==> src/core/tlp_pkg.sv <==
package tlp_pkg;

    // ************************************************************
    // Sizes of the register port and of the source set.
    // ************************************************************
    localparam int unsigned ADDR_W = 8;
    localparam int unsigned DATA_W = 8;
    localparam int unsigned NSRC = 16;
    localparam int unsigned PC_W = 16;

    // ************************************************************
    // Register offsets on the plain register port.
    // ************************************************************
    localparam logic [7:0] OFF_RESET_CONTROL = 8'h00;
    localparam logic [7:0] OFF_IRQ_CONTROL = 8'h01;
    localparam logic [7:0] OFF_FLAG_LO = 8'h02;
    localparam logic [7:0] OFF_FLAG_HI = 8'h03;
    localparam logic [7:0] OFF_ENABLE_LO = 8'h04;
    localparam logic [7:0] OFF_ENABLE_HI = 8'h05;
    localparam logic [7:0] OFF_PRIORITY_LO = 8'h06;
    localparam logic [7:0] OFF_PRIORITY_HI = 8'h07;
    localparam logic [7:0] OFF_STATUS = 8'h08;

    // ************************************************************
    // Field positions and reset values.
    // ************************************************************
    localparam int unsigned BIT_PRIORITY_MODE = 7;
    localparam int unsigned BIT_HIGH_GROUP = 7;
    localparam int unsigned BIT_LOW_GROUP = 6;
    localparam int unsigned BIT_ST_HIGH_ACTIVE = 0;
    localparam int unsigned BIT_ST_LOW_ACTIVE = 1;
    localparam int unsigned BIT_ST_WAKE = 2;
    localparam logic [15:0] RST_ENABLE = 16'h0000;
    localparam logic [15:0] RST_PRIORITY = 16'hffff;
    localparam logic [15:0] CORE_SRC_MASK = 16'h00ff;

    // ************************************************************
    // Vectors and timing counts.
    // ************************************************************
    localparam logic [15:0] VEC_HIGH = 16'h0008;
    localparam logic [15:0] VEC_LOW = 16'h0018;
    localparam int unsigned CLK_PER_INSTR = 4;
    localparam logic [1:0] LATENCY_INSTR = 2'h3;

    // One-hot states of the vectoring sequencer.
    typedef enum logic [2:0] {
        ST_IDLE = 3'b001,
        ST_WAIT = 3'b010,
        ST_TAKE = 3'b100
    } tlp_state_e;

    // Vector request handed to the processor core.
    typedef struct packed {
        logic take;
        logic high_level;
        logic stack_push;
        logic pc_load;
        logic [PC_W-1:0] vector;
    } tlp_vec_s;

endpackage

==> src/core/tlp_cycle_div.sv <==
`timescale 1ns/10ps
module tlp_cycle_div
    import tlp_pkg::*;
(
    // Clock and reset.
    input wire logic core_clk,
    input wire logic nrst,
    // Instruction cycle strobe.
    output logic instr_en
);

    // ************************************************************
    // Instruction cycle divider.
    // ************************************************************
    localparam logic [1:0] DIV_LAST = 2'(CLK_PER_INSTR - 1);

    logic [1:0] div_r;
    logic [1:0] div_nxt;
    logic instr_en_r;
    logic instr_en_nxt;

    // The strobe marks the last clock of every instruction cycle.
    always_comb begin
        div_nxt = (div_r == DIV_LAST) ? 2'h0 : div_r + 2'h1;
        instr_en_nxt = (div_nxt == DIV_LAST);
    end

    // Registered so the strobe is glitch free.
    always_ff @(posedge core_clk or negedge nrst) begin
        if (!nrst) begin
            div_r <= 2'h0;
            instr_en_r <= 1'b0;
        end else begin
            div_r <= div_nxt;
            instr_en_r <= instr_en_nxt;
        end
    end

    assign instr_en = instr_en_r;

endmodule

==> src/core/tlp_flag_bank.sv <==
`timescale 1ns/10ps
module tlp_flag_bank
    import tlp_pkg::*;
(
    // Clock and reset.
    input wire logic core_clk,
    input wire logic nrst,
    // Source events, one pulse per event.
    input wire logic [NSRC-1:0] src_event,
    // Software writes to the two flag bytes.
    input wire logic wr_lo,
    input wire logic wr_hi,
    input wire logic [DATA_W-1:0] wdata,
    // Current flags.
    output logic [NSRC-1:0] flags
);

    // ************************************************************
    // One sticky flag per source.
    // ************************************************************
    logic [NSRC-1:0] flag_r;
    logic [NSRC-1:0] flag_nxt;

    genvar g;
    generate
        for (g = 0; g < NSRC; g++) begin : g_flag
            logic wr_this;
            assign wr_this = (g < DATA_W) ? wr_lo : wr_hi;
            // An event in the same cycle as a software clear wins, so no event is lost.
            always_comb begin
                flag_nxt[g] = (wr_this ? wdata[g % DATA_W] : flag_r[g]) | src_event[g];
            end
        end
    endgenerate

    // Flags only ever fall by a software write.
    always_ff @(posedge core_clk or negedge nrst) begin
        if (!nrst) begin
            flag_r <= '0;
        end else begin
            flag_r <= flag_nxt;
        end
    end

    assign flags = flag_r;

endmodule

==> src/core/tlp_irq_ctrl.sv <==
// Design decisions made here: the placing of the registers and the strobed register port.
`timescale 1ns/10ps
module tlp_irq_ctrl
    import tlp_pkg::*;
(
    // Clock and reset.
    input wire logic core_clk,
    input wire logic nrst,
    // Register port.
    input wire logic [ADDR_W-1:0] reg_addr,
    input wire logic [DATA_W-1:0] reg_wdata,
    input wire logic reg_wr,
    input wire logic reg_rd,
    output logic [DATA_W-1:0] reg_rdata,
    // Interrupt sources.
    input wire logic [NSRC-1:0] src_event,
    // Processor core.
    input wire logic return_from_irq_instr,
    output tlp_vec_s vec_out,
    output logic wake_out
);

    // ************************************************************
    // Address decoding.
    // ************************************************************

    // True when a strobe addresses the register at the given offset.
    function automatic logic reg_hit(input logic strobe, input logic [ADDR_W-1:0] addr,
                                     input logic [7:0] off);
        reg_hit = strobe && (addr == off);
    endfunction

    logic wr_reset_control;
    logic wr_irq_control;
    logic wr_flag_lo;
    logic wr_flag_hi;
    logic wr_en_lo;
    logic wr_en_hi;
    logic wr_pri_lo;
    logic wr_pri_hi;

    // One write decode per writable register.
    always_comb begin
        wr_reset_control = reg_hit(reg_wr, reg_addr, OFF_RESET_CONTROL);
        wr_irq_control = reg_hit(reg_wr, reg_addr, OFF_IRQ_CONTROL);
        wr_flag_lo = reg_hit(reg_wr, reg_addr, OFF_FLAG_LO);
        wr_flag_hi = reg_hit(reg_wr, reg_addr, OFF_FLAG_HI);
        wr_en_lo = reg_hit(reg_wr, reg_addr, OFF_ENABLE_LO);
        wr_en_hi = reg_hit(reg_wr, reg_addr, OFF_ENABLE_HI);
        wr_pri_lo = reg_hit(reg_wr, reg_addr, OFF_PRIORITY_LO);
        wr_pri_hi = reg_hit(reg_wr, reg_addr, OFF_PRIORITY_HI);
    end

    // ************************************************************
    // Submodules: instruction cycle strobe and flag bank.
    // ************************************************************
    logic instr_en;
    logic [NSRC-1:0] flags;

    tlp_cycle_div u_div (
        .core_clk(core_clk),
        .nrst(nrst),
        .instr_en(instr_en)
    );

    tlp_flag_bank u_flags (
        .core_clk(core_clk),
        .nrst(nrst),
        .src_event(src_event),
        .wr_lo(wr_flag_lo),
        .wr_hi(wr_flag_hi),
        .wdata(reg_wdata),
        .flags(flags)
    );

    // ************************************************************
    // Control registers and their next values.
    // ************************************************************
    logic priority_mode_enable_r;
    logic priority_mode_enable_nxt;
    logic high_group_enable_r;
    logic high_group_enable_nxt;
    logic low_group_enable_r;
    logic low_group_enable_nxt;
    logic [NSRC-1:0] src_enable_r;
    logic [NSRC-1:0] src_enable_nxt;
    logic [NSRC-1:0] src_priority_r;
    logic [NSRC-1:0] src_priority_nxt;
    logic high_active_r;
    logic high_active_nxt;
    logic low_active_r;
    logic low_active_nxt;

    // ************************************************************
    // Request admission.
    // ************************************************************
    logic [NSRC-1:0] armed;
    logic compat_req;
    logic high_req;
    logic low_req;
    logic want_high;
    logic want_low;
    logic any_req;

    // In compatibility mode bit 7 is the single global enable and bit 6 the
    // peripheral group; in priority mode they become the high and low groups.
    always_comb begin
        armed = flags & src_enable_r;
        compat_req = high_group_enable_r
            && |(armed & (CORE_SRC_MASK | (low_group_enable_r ? ~CORE_SRC_MASK : 16'h0000)));
        high_req = high_group_enable_r && |(armed & src_priority_r);
        low_req = high_group_enable_r && low_group_enable_r && !high_active_r
            && |(armed & ~src_priority_r);
        if (priority_mode_enable_r) begin
            want_high = high_req;
            want_low = low_req && !high_req;
        end else begin
            want_high = compat_req;
            want_low = 1'b0;
        end
        any_req = want_high || want_low;
    end

    // ************************************************************
    // Vectoring sequencer.
    // ************************************************************
    tlp_state_e state_r;
    tlp_state_e state_nxt;
    logic [1:0] lat_cnt_r;
    logic [1:0] lat_cnt_nxt;
    logic take_now;

    // A request waits out whole instruction cycles before it is taken. Because
    // it arrives at any point inside a cycle, the total comes to three to four
    // instruction cycles whatever instruction was running.
    always_comb begin
        state_nxt = state_r;
        lat_cnt_nxt = lat_cnt_r;
        take_now = 1'b0;
        case (state_r)
            ST_IDLE: begin
                lat_cnt_nxt = 2'h0;
                if (any_req) begin
                    state_nxt = ST_WAIT;
                end
            end
            ST_WAIT: begin
                if (!any_req) begin
                    state_nxt = ST_IDLE; // Enable withdrawn before the vector.
                end else if (instr_en) begin
                    lat_cnt_nxt = lat_cnt_r + 2'h1;
                    if (lat_cnt_r == LATENCY_INSTR - 2'h1) begin
                        state_nxt = ST_TAKE;
                    end
                end
            end
            ST_TAKE: begin
                take_now = any_req;
                state_nxt = ST_IDLE;
            end
            default: begin
                state_nxt = ST_IDLE;
            end
        endcase
    end

    // ************************************************************
    // Control register update.
    // ************************************************************

    // Software writes come first, then the return instruction, and a take in
    // the same cycle has the last word so an accepted interrupt is never left
    // with its group enable still set.
    always_comb begin
        priority_mode_enable_nxt = priority_mode_enable_r;
        high_group_enable_nxt = high_group_enable_r;
        low_group_enable_nxt = low_group_enable_r;
        src_enable_nxt = src_enable_r;
        src_priority_nxt = src_priority_r;
        high_active_nxt = high_active_r;
        low_active_nxt = low_active_r;
        if (wr_reset_control) begin
            priority_mode_enable_nxt = reg_wdata[BIT_PRIORITY_MODE];
        end
        if (wr_irq_control) begin
            high_group_enable_nxt = reg_wdata[BIT_HIGH_GROUP];
            low_group_enable_nxt = reg_wdata[BIT_LOW_GROUP];
        end
        if (wr_en_lo) begin
            src_enable_nxt[7:0] = reg_wdata;
        end
        if (wr_en_hi) begin
            src_enable_nxt[15:8] = reg_wdata;
        end
        if (wr_pri_lo) begin
            src_priority_nxt[7:0] = reg_wdata;
        end
        if (wr_pri_hi) begin
            src_priority_nxt[15:8] = reg_wdata;
        end
        if (return_from_irq_instr) begin
            if (!priority_mode_enable_r) begin
                high_group_enable_nxt = 1'b1;
                high_active_nxt = 1'b0;
            end else if (high_active_r) begin
                high_group_enable_nxt = 1'b1;
                high_active_nxt = 1'b0;
            end else if (low_active_r) begin
                low_group_enable_nxt = 1'b1;
                low_active_nxt = 1'b0;
            end
        end
        if (take_now) begin
            if (want_high) begin
                high_group_enable_nxt = 1'b0;
                high_active_nxt = 1'b1;
            end else begin
                low_group_enable_nxt = 1'b0;
                low_active_nxt = 1'b1;
            end
        end
    end

    // ************************************************************
    // Outputs to the core and register read data.
    // ************************************************************
    tlp_vec_s vec_r;
    tlp_vec_s vec_nxt;
    logic wake_r;
    logic wake_nxt;
    logic [DATA_W-1:0] rdata_r;
    logic [DATA_W-1:0] rdata_nxt;

    // The take pulse tells the core to push its return address and load the
    // vector. Flags are left alone; the routine polls and clears them itself.
    always_comb begin
        vec_nxt = '0;
        vec_nxt.take = take_now;
        vec_nxt.stack_push = take_now;
        vec_nxt.pc_load = take_now;
        vec_nxt.high_level = take_now && want_high;
        if (take_now) begin
            vec_nxt.vector = want_high ? VEC_HIGH : VEC_LOW;
        end
        wake_nxt = |armed;
    end

    // Read data appear in the cycle after the strobe; unmapped offsets read zero.
    always_comb begin
        rdata_nxt = '0;
        if (!reg_rd) begin
            rdata_nxt = '0;
        end else if (reg_addr == OFF_RESET_CONTROL) begin
            rdata_nxt[BIT_PRIORITY_MODE] = priority_mode_enable_r;
        end else if (reg_addr == OFF_IRQ_CONTROL) begin
            rdata_nxt[BIT_HIGH_GROUP] = high_group_enable_r;
            rdata_nxt[BIT_LOW_GROUP] = low_group_enable_r;
        end else if (reg_addr == OFF_FLAG_LO) begin
            rdata_nxt = flags[7:0];
        end else if (reg_addr == OFF_FLAG_HI) begin
            rdata_nxt = flags[15:8];
        end else if (reg_addr == OFF_ENABLE_LO) begin
            rdata_nxt = src_enable_r[7:0];
        end else if (reg_addr == OFF_ENABLE_HI) begin
            rdata_nxt = src_enable_r[15:8];
        end else if (reg_addr == OFF_PRIORITY_LO) begin
            rdata_nxt = src_priority_r[7:0];
        end else if (reg_addr == OFF_PRIORITY_HI) begin
            rdata_nxt = src_priority_r[15:8];
        end else if (reg_addr == OFF_STATUS) begin
            rdata_nxt[BIT_ST_HIGH_ACTIVE] = high_active_r;
            rdata_nxt[BIT_ST_LOW_ACTIVE] = low_active_r;
            rdata_nxt[BIT_ST_WAKE] = wake_r;
        end
    end

    // ************************************************************
    // State registers.
    // ************************************************************

    // Reset leaves compatibility mode, all groups off and nothing in service.
    always_ff @(posedge core_clk or negedge nrst) begin
        if (!nrst) begin
            priority_mode_enable_r <= 1'b0;
            high_group_enable_r <= 1'b0;
            low_group_enable_r <= 1'b0;
            src_enable_r <= RST_ENABLE;
            src_priority_r <= RST_PRIORITY;
            high_active_r <= 1'b0;
            low_active_r <= 1'b0;
            state_r <= ST_IDLE;
            lat_cnt_r <= 2'h0;
            vec_r <= '0;
            wake_r <= 1'b0;
            rdata_r <= '0;
        end else begin
            priority_mode_enable_r <= priority_mode_enable_nxt;
            high_group_enable_r <= high_group_enable_nxt;
            low_group_enable_r <= low_group_enable_nxt;
            src_enable_r <= src_enable_nxt;
            src_priority_r <= src_priority_nxt;
            high_active_r <= high_active_nxt;
            low_active_r <= low_active_nxt;
            state_r <= state_nxt;
            lat_cnt_r <= lat_cnt_nxt;
            vec_r <= vec_nxt;
            wake_r <= wake_nxt;
            rdata_r <= rdata_nxt;
        end
    end

    assign reg_rdata = rdata_r;
    assign vec_out = vec_r;
    assign wake_out = wake_r;

endmodule

==> config.mk <==
export PLATFORM = sky130hd
export DESIGN_NAME = tlp_irq_ctrl
export DESIGN_NICKNAME = d
export VERILOG_FILES = /design/src/core/tlp_pkg.sv /design/src/core/tlp_cycle_div.sv /design/src/core/tlp_flag_bank.sv /design/src/core/tlp_irq_ctrl.sv
export SDC_FILE = /design/constraint.sdc
export NUM_CORES = 1
export LEC_CHECK = 0
export BUFFER_PORTS_ARGS = -buffer_cell sky130_fd_sc_hd__buf_2
export CORE_AREA = 2 2 92 85
export DETAILED_ROUTE_END_ITERATION = 16
export DIE_AREA = 0 0 94 87
export PLACE_DENSITY = 0.87
export SYNTH_ARGS = -nofsm -noshare
export SYNTH_HDL_FRONTEND = slang
export SYNTH_HIERARCHICAL = 1
export SYNTH_SLANG_ARGS = --single-unit
export TNS_END_PERCENT = 5
==> constraint.sdc <==
create_clock -name core_clk -period 2.5 [get_ports core_clk]
set_input_delay 0.25 -clock core_clk [delete_from_list [all_inputs] [get_ports core_clk]]
set_output_delay 0.25 -clock core_clk [all_outputs]
set_load 0.02 [all_outputs]
-- After elaboration in Yosys (flattened, before gate mapping)
Index checks and enable logic that the tools add are counted.
- add/subtract/negate cells: 2
- equality and inequality tests: 19
- bitwise operators: 21
- mux-type cells: 65
- reduce and logical (&&, ||, !) cells: 26
- operator list (kind ; number):
    AND 16 bit ; 4
    OR reduction 16 bit ; 4
    2-to-1 mux 8 bit ; 6
    2-to-1 mux 1 bit ; 41
    == test 8 x 3 -> 1 bit (second input constant) ; 4
    2-to-1 mux 3 bit ; 6
    == test 8 x 2 -> 1 bit (second input constant) ; 2
    2-to-1 mux 16 bit ; 1
    NOT 16 bit ; 1
    OR 1 bit ; 16
    logical AND 1 bit ; 15
    2-to-1 mux 5 bit ; 3
    == test 8 x 1 -> 1 bit (second input constant) ; 1
    == test 8 x 4 -> 1 bit (second input constant) ; 1
    zero test 8 bit ; 1
    2-to-1 mux 2 bit ; 4
    2-to-1 mux 7 bit ; 1
    == test 2 bit (second input constant) ; 3
    2-to-1 mux 6 bit ; 1
    one-hot mux 3 bit (2 select lines) ; 1
    AND reduction 3 bit ; 2
    adder 2 x 1 -> 2 bit (second input constant) ; 2
    != test 2 bit (second input constant) ; 2
    one-hot mux 2 bit (2 select lines) ; 1
    9 further kinds ; 10
- logic and storage cells: 152
- flip-flop bits (word level): 88
- input port bits: 37
- output and inout port bits: 29

-- Logic depth before layout (Yosys ltp)
- word-level depth: 11
- gate-level depth with buffers: 9
- mapped depth without buffers: 6

-- Cells and area by module
The synthesis kept the hierarchy.
- by module, submodules not included (module ; cells each ; seq. area each (µm²) ; area each (µm²) ; instances):
    tlp_irq_ctrl ; 293 ; 1372.6 ; 3155.5 ; 1
    tlp_flag_bank ; 50 ; 400.4 ; 675.6 ; 1
    tlp_cycle_div ; 8 ; 75.1 ; 111.4 ; 1

-- Worst setup path before layout
Ideal clock, no wire load.
- path type: input-to-reg
- from: input port reg_addr[5]
- to: register u_flags.flag_r[8] (netlist: u_flags/flags[8])
- stages: 9
- library setup time: 124 ps
- required time: 2376 ps
- arrival time: 2070 ps
- setup slack: 306 ps
- path buffers: 3
- cell sequence: or4_1 buf_2 nor3_4 nand2_1 buf_2 nor2_1 buf_6 nor2b_1 a211o_1
- word-level cells in the longest chain between the ends: 4
- ends and longest elaborated chain (element ; RTL line ; text):
    start, declared ; tlp_irq_ctrl.sv:10 ; input wire logic [ADDR_W-1:0] reg_addr,
    == test 8 x 2 -> 1 bit ; tlp_irq_ctrl.sv:30 ; reg_hit = strobe && (addr == off);
    logical AND 1 bit ; tlp_irq_ctrl.sv:30 ;
    net wr_flag_hi ; tlp_irq_ctrl.sv:36 ; logic wr_flag_hi;
    2-to-1 mux 1 bit ; tlp_flag_bank.sv:31 ; flag_nxt[g] = (wr_this ? wdata[g % DATA_W] : flag_r[g]) | src_event[g];
    OR 1 bit ; tlp_flag_bank.sv:31 ;
    net u_flags.flag_nxt[8] ; tlp_flag_bank.sv:22 ; logic [NSRC-1:0] flag_nxt;
    end signal, assigned ; tlp_flag_bank.sv:41 ; flag_r <= flag_nxt;
    end, declared ; tlp_flag_bank.sv:21 ; logic [NSRC-1:0] flag_r;
The timed path passes the listed nets, and every way through them passes these cells.
A chain may end at the register's enable or synchronous reset.

-- Worst setup path after layout
- from: register src_priority_r[2]
- to: register lat_cnt_r[0]
- word-level cells in the longest chain between the ends: 9
- elaborated cells on any way between the ends: 14
- classes of those cells: 1 x eq/ne; 2 x mux; 3 x bitwise; 8 x reduce/logical
- ends and longest elaborated chain (element ; RTL line ; text):
    start, declared ; tlp_irq_ctrl.sv:87 ; logic [NSRC-1:0] src_priority_r;
    start signal, assigned ; tlp_irq_ctrl.sv:301 ; src_priority_r <= src_priority_nxt;
    AND 16 bit / NOT 16 bit (equally long branches) ; tlp_irq_ctrl.sv:111, tlp_irq_ctrl.sv:113 ;
    OR reduction 16 bit / AND 16 bit (equally long branches) ; tlp_irq_ctrl.sv:111, tlp_irq_ctrl.sv:113 ;
    logical AND 1 bit / OR reduction 16 bit (equally long branches) ; tlp_irq_ctrl.sv:111, tlp_irq_ctrl.sv:113 ;
    zero test 1 bit / logical AND 1 bit (equally long branches) ; tlp_irq_ctrl.sv:116, tlp_irq_ctrl.sv:113 ;
    logical AND 1 bit ; tlp_irq_ctrl.sv:116 ; want_low = low_req && !high_req;
    2-to-1 mux 1 bit ; tlp_irq_ctrl.sv:114 ; if (priority_mode_enable_r) begin
    logical OR 1 bit * ; tlp_irq_ctrl.sv:121 ; any_req = want_high || want_low;
    != test 2 bit (no line) * ; -- ;
    AND reduction 3 bit (no line) * ; -- ;
    end signal, assigned ; tlp_irq_ctrl.sv:305 ; lat_cnt_r <= lat_cnt_nxt;
    end, declared ; tlp_irq_ctrl.sv:129 ; logic [1:0] lat_cnt_r;
Mark *: on every way between the ends. The rest lies on a longest branch, timed or not.

==> summary.txt <==
Synthesis
  • Cell area after synthesis: 3940 um2
  • Mux cell area share after synthesis: 15.0%
  • Post-synthesis compound-gate area fraction: 11.5%
  • Post-synthesis adder-cell area fraction: 0.952%
  • Synthesized area per cell: 11.2 um2
  • Seq/Total Area, Yosys: 46.9%
  • Largest family of logic cells by synthesized area: simple AND/OR/NAND/NOR gates
  • Number of synthesized flops with an enable pin: 0
  • Synth warn: 6
  • Ys flop type: dfrtp_1
  • Mapped Cells: 351
  • Synth async-reset ratio: 100%
  • Post-Synth Simple-Gate Area: 19.6%
  • Distinct cells, synth: 54
  • Post-synthesis register bit count: 73
  • Synth Area in XOR/XNOR: 0.222%

Worst setup path
  • Worst Setup Start Kind: flip-flop
  • RR Endpoint: lat_cnt_r[0]$_DFFE_PN0P_
  • CP Depth: 6
  • Largest stage delay, worst path: 0.58 ns
  • Reg2Reg Setup Slack: 0.41 ns
  • Crit path buf inv count: 0
  • R2r worst-path depth: 6
  • Setup crit end kind: flip-flop
  • Critical R2R Launch: src_priority_r[2]$_DFFE_PN1P_
  • Critical path peak fanout: 5
  • Setup CP Type: flip-flop to flip-flop
  • CP Data Required Time: 2.76 ns
  • Worst-path cell chain: nand3b_1 > o2111ai_1 > or3_1 > o211a_1 > or2_2 > o211ai_1
  • Critical path's top delay family: simple AND/OR/NAND/NOR gates
  • Worst path slowest cell: dfstp_2
  • Arr. time, crit path: 2.36 ns

Floorplan
  • Row count: 30
  • Die Wd: 94 um
  • Die H: 87 um
  • Core area: 7320 um2
  • Initial Util: 53.9%
  • Die footprint: 8180 um2
  • Io pins: 66

Global route
  • Vias in the first global route: 2,994
  • First-pass GRT wire length: 15,500 um
  • Initial antenna violation count: 0
  • GRT Total Usage: 25.6%
  • Largest net degree at the start of global routing: 30
  • Overflow after GRT: 0

Run
  • Maxcap violations: 0

Place
  • Hpwl dp: 7200 um
  • Port buffer count: 51
  • Final Wtd Congestion: 0.994
  • Placed cell area: 4290 um2

Clock tree
  • Clock latency on the worst-skew pair: 0.36 ns
  • Post-CTS sizing: 0
  • CTS Root Buffer Type: clkbuf_8
  • Post-CTS setup buffers: 0
  • TritonCTS Sinks: 73
  • Htree depth: 3
  • Total CTS buffers: 9
  • Worst-path clk slew: 0.08 ns
  • Hold buffers post-CTS: 1
  • CTS tree: done
  • Max Root-Sink Buffers: 2

Detailed routing
  • Starting DRT DRC Count: 334
  • Wirelength per Cell: 18.8 um
  • Post-route DRC: 0
  • 1st-pass router iterations: 5
  • Routed Antenna Nets: 0
  • Final wirelength: 9690 um
  • Vias per cell: 6.10
  • Via count: 3,133

Timing
  • Worst-Margin Slew: 0.686 ns
  • Max Slew Vio Count: 0
  • Hold Vio Cnt, Final: 0
  • Fmax: 0.478 GHz
  • Setup TNS: 0 ns
  • Worst Skew: 0.0116 ns
  • Unrepaired setup endpoints after global routing: no
  • Period minus WS final: 2.09 ns
  • Slew HR: 54.3%
  • Final setup viols: 0
  • Tcrit/Tclk final: 83.7%

Final layout
  • Fin nets: 453
  • Share of cells above drive strength 1: 37.8%
  • Fillers: 606
  • Area growth from synthesis to layout: 13.9%
  • ANT cells: 0
  • Post-route cell area: 4490 um2

Power and ir drop
  • Pwr/cell area: 571 nW/um2
  • LEAKAGE: 2.06 nW
  • Max VDD drop: 0.290 mV

Min path
  • Hold endpoint: u_flags/flags[12]$_DFF_PN0_
  • Hold Path Class: input pin to flip-flop
  • Min-delay src: src_event[12]
  • Hold Path Stages: 2

Outcome
  • Run status: finished clean
cell usage in the layout, fill, tap and decap left out, drive strengths merged, types with 14 or more instances in the layout:
cell type / netlist / routed
nand3: 20 / 20
conb: 1 / 14
dfrtp: 56 / 56
dfstp: 17 / 17
buf: 25 / 65
nand2: 27 / 27
a211o: 16 / 16
nor3: 14 / 14
mux2: 34 / 34
nor2b: 22 / 22
cells in the mapped netlist, types with 5 or more instances:
library cell  count  area, um2
nand3b_1          7       52.6
nand2_1          27        101
a211o_1           6       52.6
mux2i_1           5       50.1
dfrtp_1          56       1400
nand4_1           7       43.8
nor2b_1          22        138
nand3_1          20        100
buf_4            18        135
nor2_1           13       48.8
nor3_1           10       50.1
a21oi_1           8       40.0
mux2_2           33        372
inv_1             9       33.8
o21ai_0           6       30.0
mux4_2            7        158
a211o_2          10        100
dfstp_2          17        447
worst register-to-register path, delay by kind of cell, from the launching register on:
family | cells | cell delay (ns)
AOI/OAI and AO/OA | 3 | 0.58
DFF | 1 | 0.58
and+or+nand+nor | 3 | 0.84
where the power goes:
group / total, mW / internal [mW] / leakage (nW) / switching, mW
clock: 0.907 / 0.486 / 0.0974 / 0.421
sequential: 1.31 / 1.25 / 0.859 / 0.0638
combinational: 0.348 / 0.153 / 1.10 / 0.195
total: 2.57 / 1.89 / 2.06 / 0.680
per-layer routing:
layer,global-route usage [%],up-vias,part of all wire [%]
met2,38.8,156,45
met1,35.5,1553,43
li1,-,1392,-
met4,11.1,0,3.0
met5,0,-,0
met3,6.06,32,8.6
area by class of cell:
type,count,area [um2],area share [%]
Timing Repair Buffer,66,383,8.53
Inverter,9,33.8,0.752
Tap cell,96,120,2.67
Clock buffer,13,149,3.32
Clock inverter,3,40.0,0.892
Multi-Input combinational cell,254,1920,42.7
Sequential cell,73,1850,41.2
kinds of logic (layout without fill, tap and decap cells):
logic type                 after synthesis  in the layout
buffers and inverters                   37             91
DFF                                     73             73
adders and majority gates                3              3
AOI/OAI and AO/OA                       59             59
xor gates and xnor gates                 1              1
and+or+nand+nor                        131            131
other                                    1             14
muxes                                   46             46
stage by stage:
step / total power [mW] / cells / worst slack (ns) / hold slack [ns] / util [%]
4_1_cts: 2.57 / 514 / 0.403 / 0.0706 / 61.4
3_5_place_dp: 1.67 / 497 / 0.241 / 0.185 / 58.6
5_1_grt: 2.67 / 514 / 0.236 / 0.0716 / 61.4
3_3_place_gp: 1.65 / 497 / 0.296 / 0.179 / 58.6
6_report: 2.57 / 514 / 0.407 / 0.0760 / 61.4
2_1_floorplan: 1.54 / 364 / 0.306 / -0.0456 / -
how the worst max path moves through the flow:
stage / startpoint / to / slack (ns)
finish: src_priority_r[2]$_DFFE_PN1P_ / lat_cnt_r[0]$_DFFE_PN0P_ / 0.41
detailed placement: reg_addr[5] / u_flags/flags[0]$_DFF_PN0_ / 0.24
CTS: src_priority_r[2]$_DFFE_PN1P_ / lat_cnt_r[0]$_DFFE_PN0P_ / 0.40
floorplan: reg_addr[5] / u_flags/flags[8]$_DFF_PN0_ / 0.31
global route: u_flags/flags[9]$_DFF_PN0_ / lat_cnt_r[1]$_DFFE_PN0P_ / 0.24
global placement: reg_addr[5] / u_flags/flags[1]$_DFF_PN0_ / 0.30
state kept, by name, summed over array words and instances (netlist names), 2 cells and up:
signal	flops
state_r	3
reg_rdata	8
src_enable_r	16
src_priority_r	16
lat_cnt_r	2
u_div/div_r	2
u_flags/flags	16
vec_out	3
(Power assumes the default switching activity.)
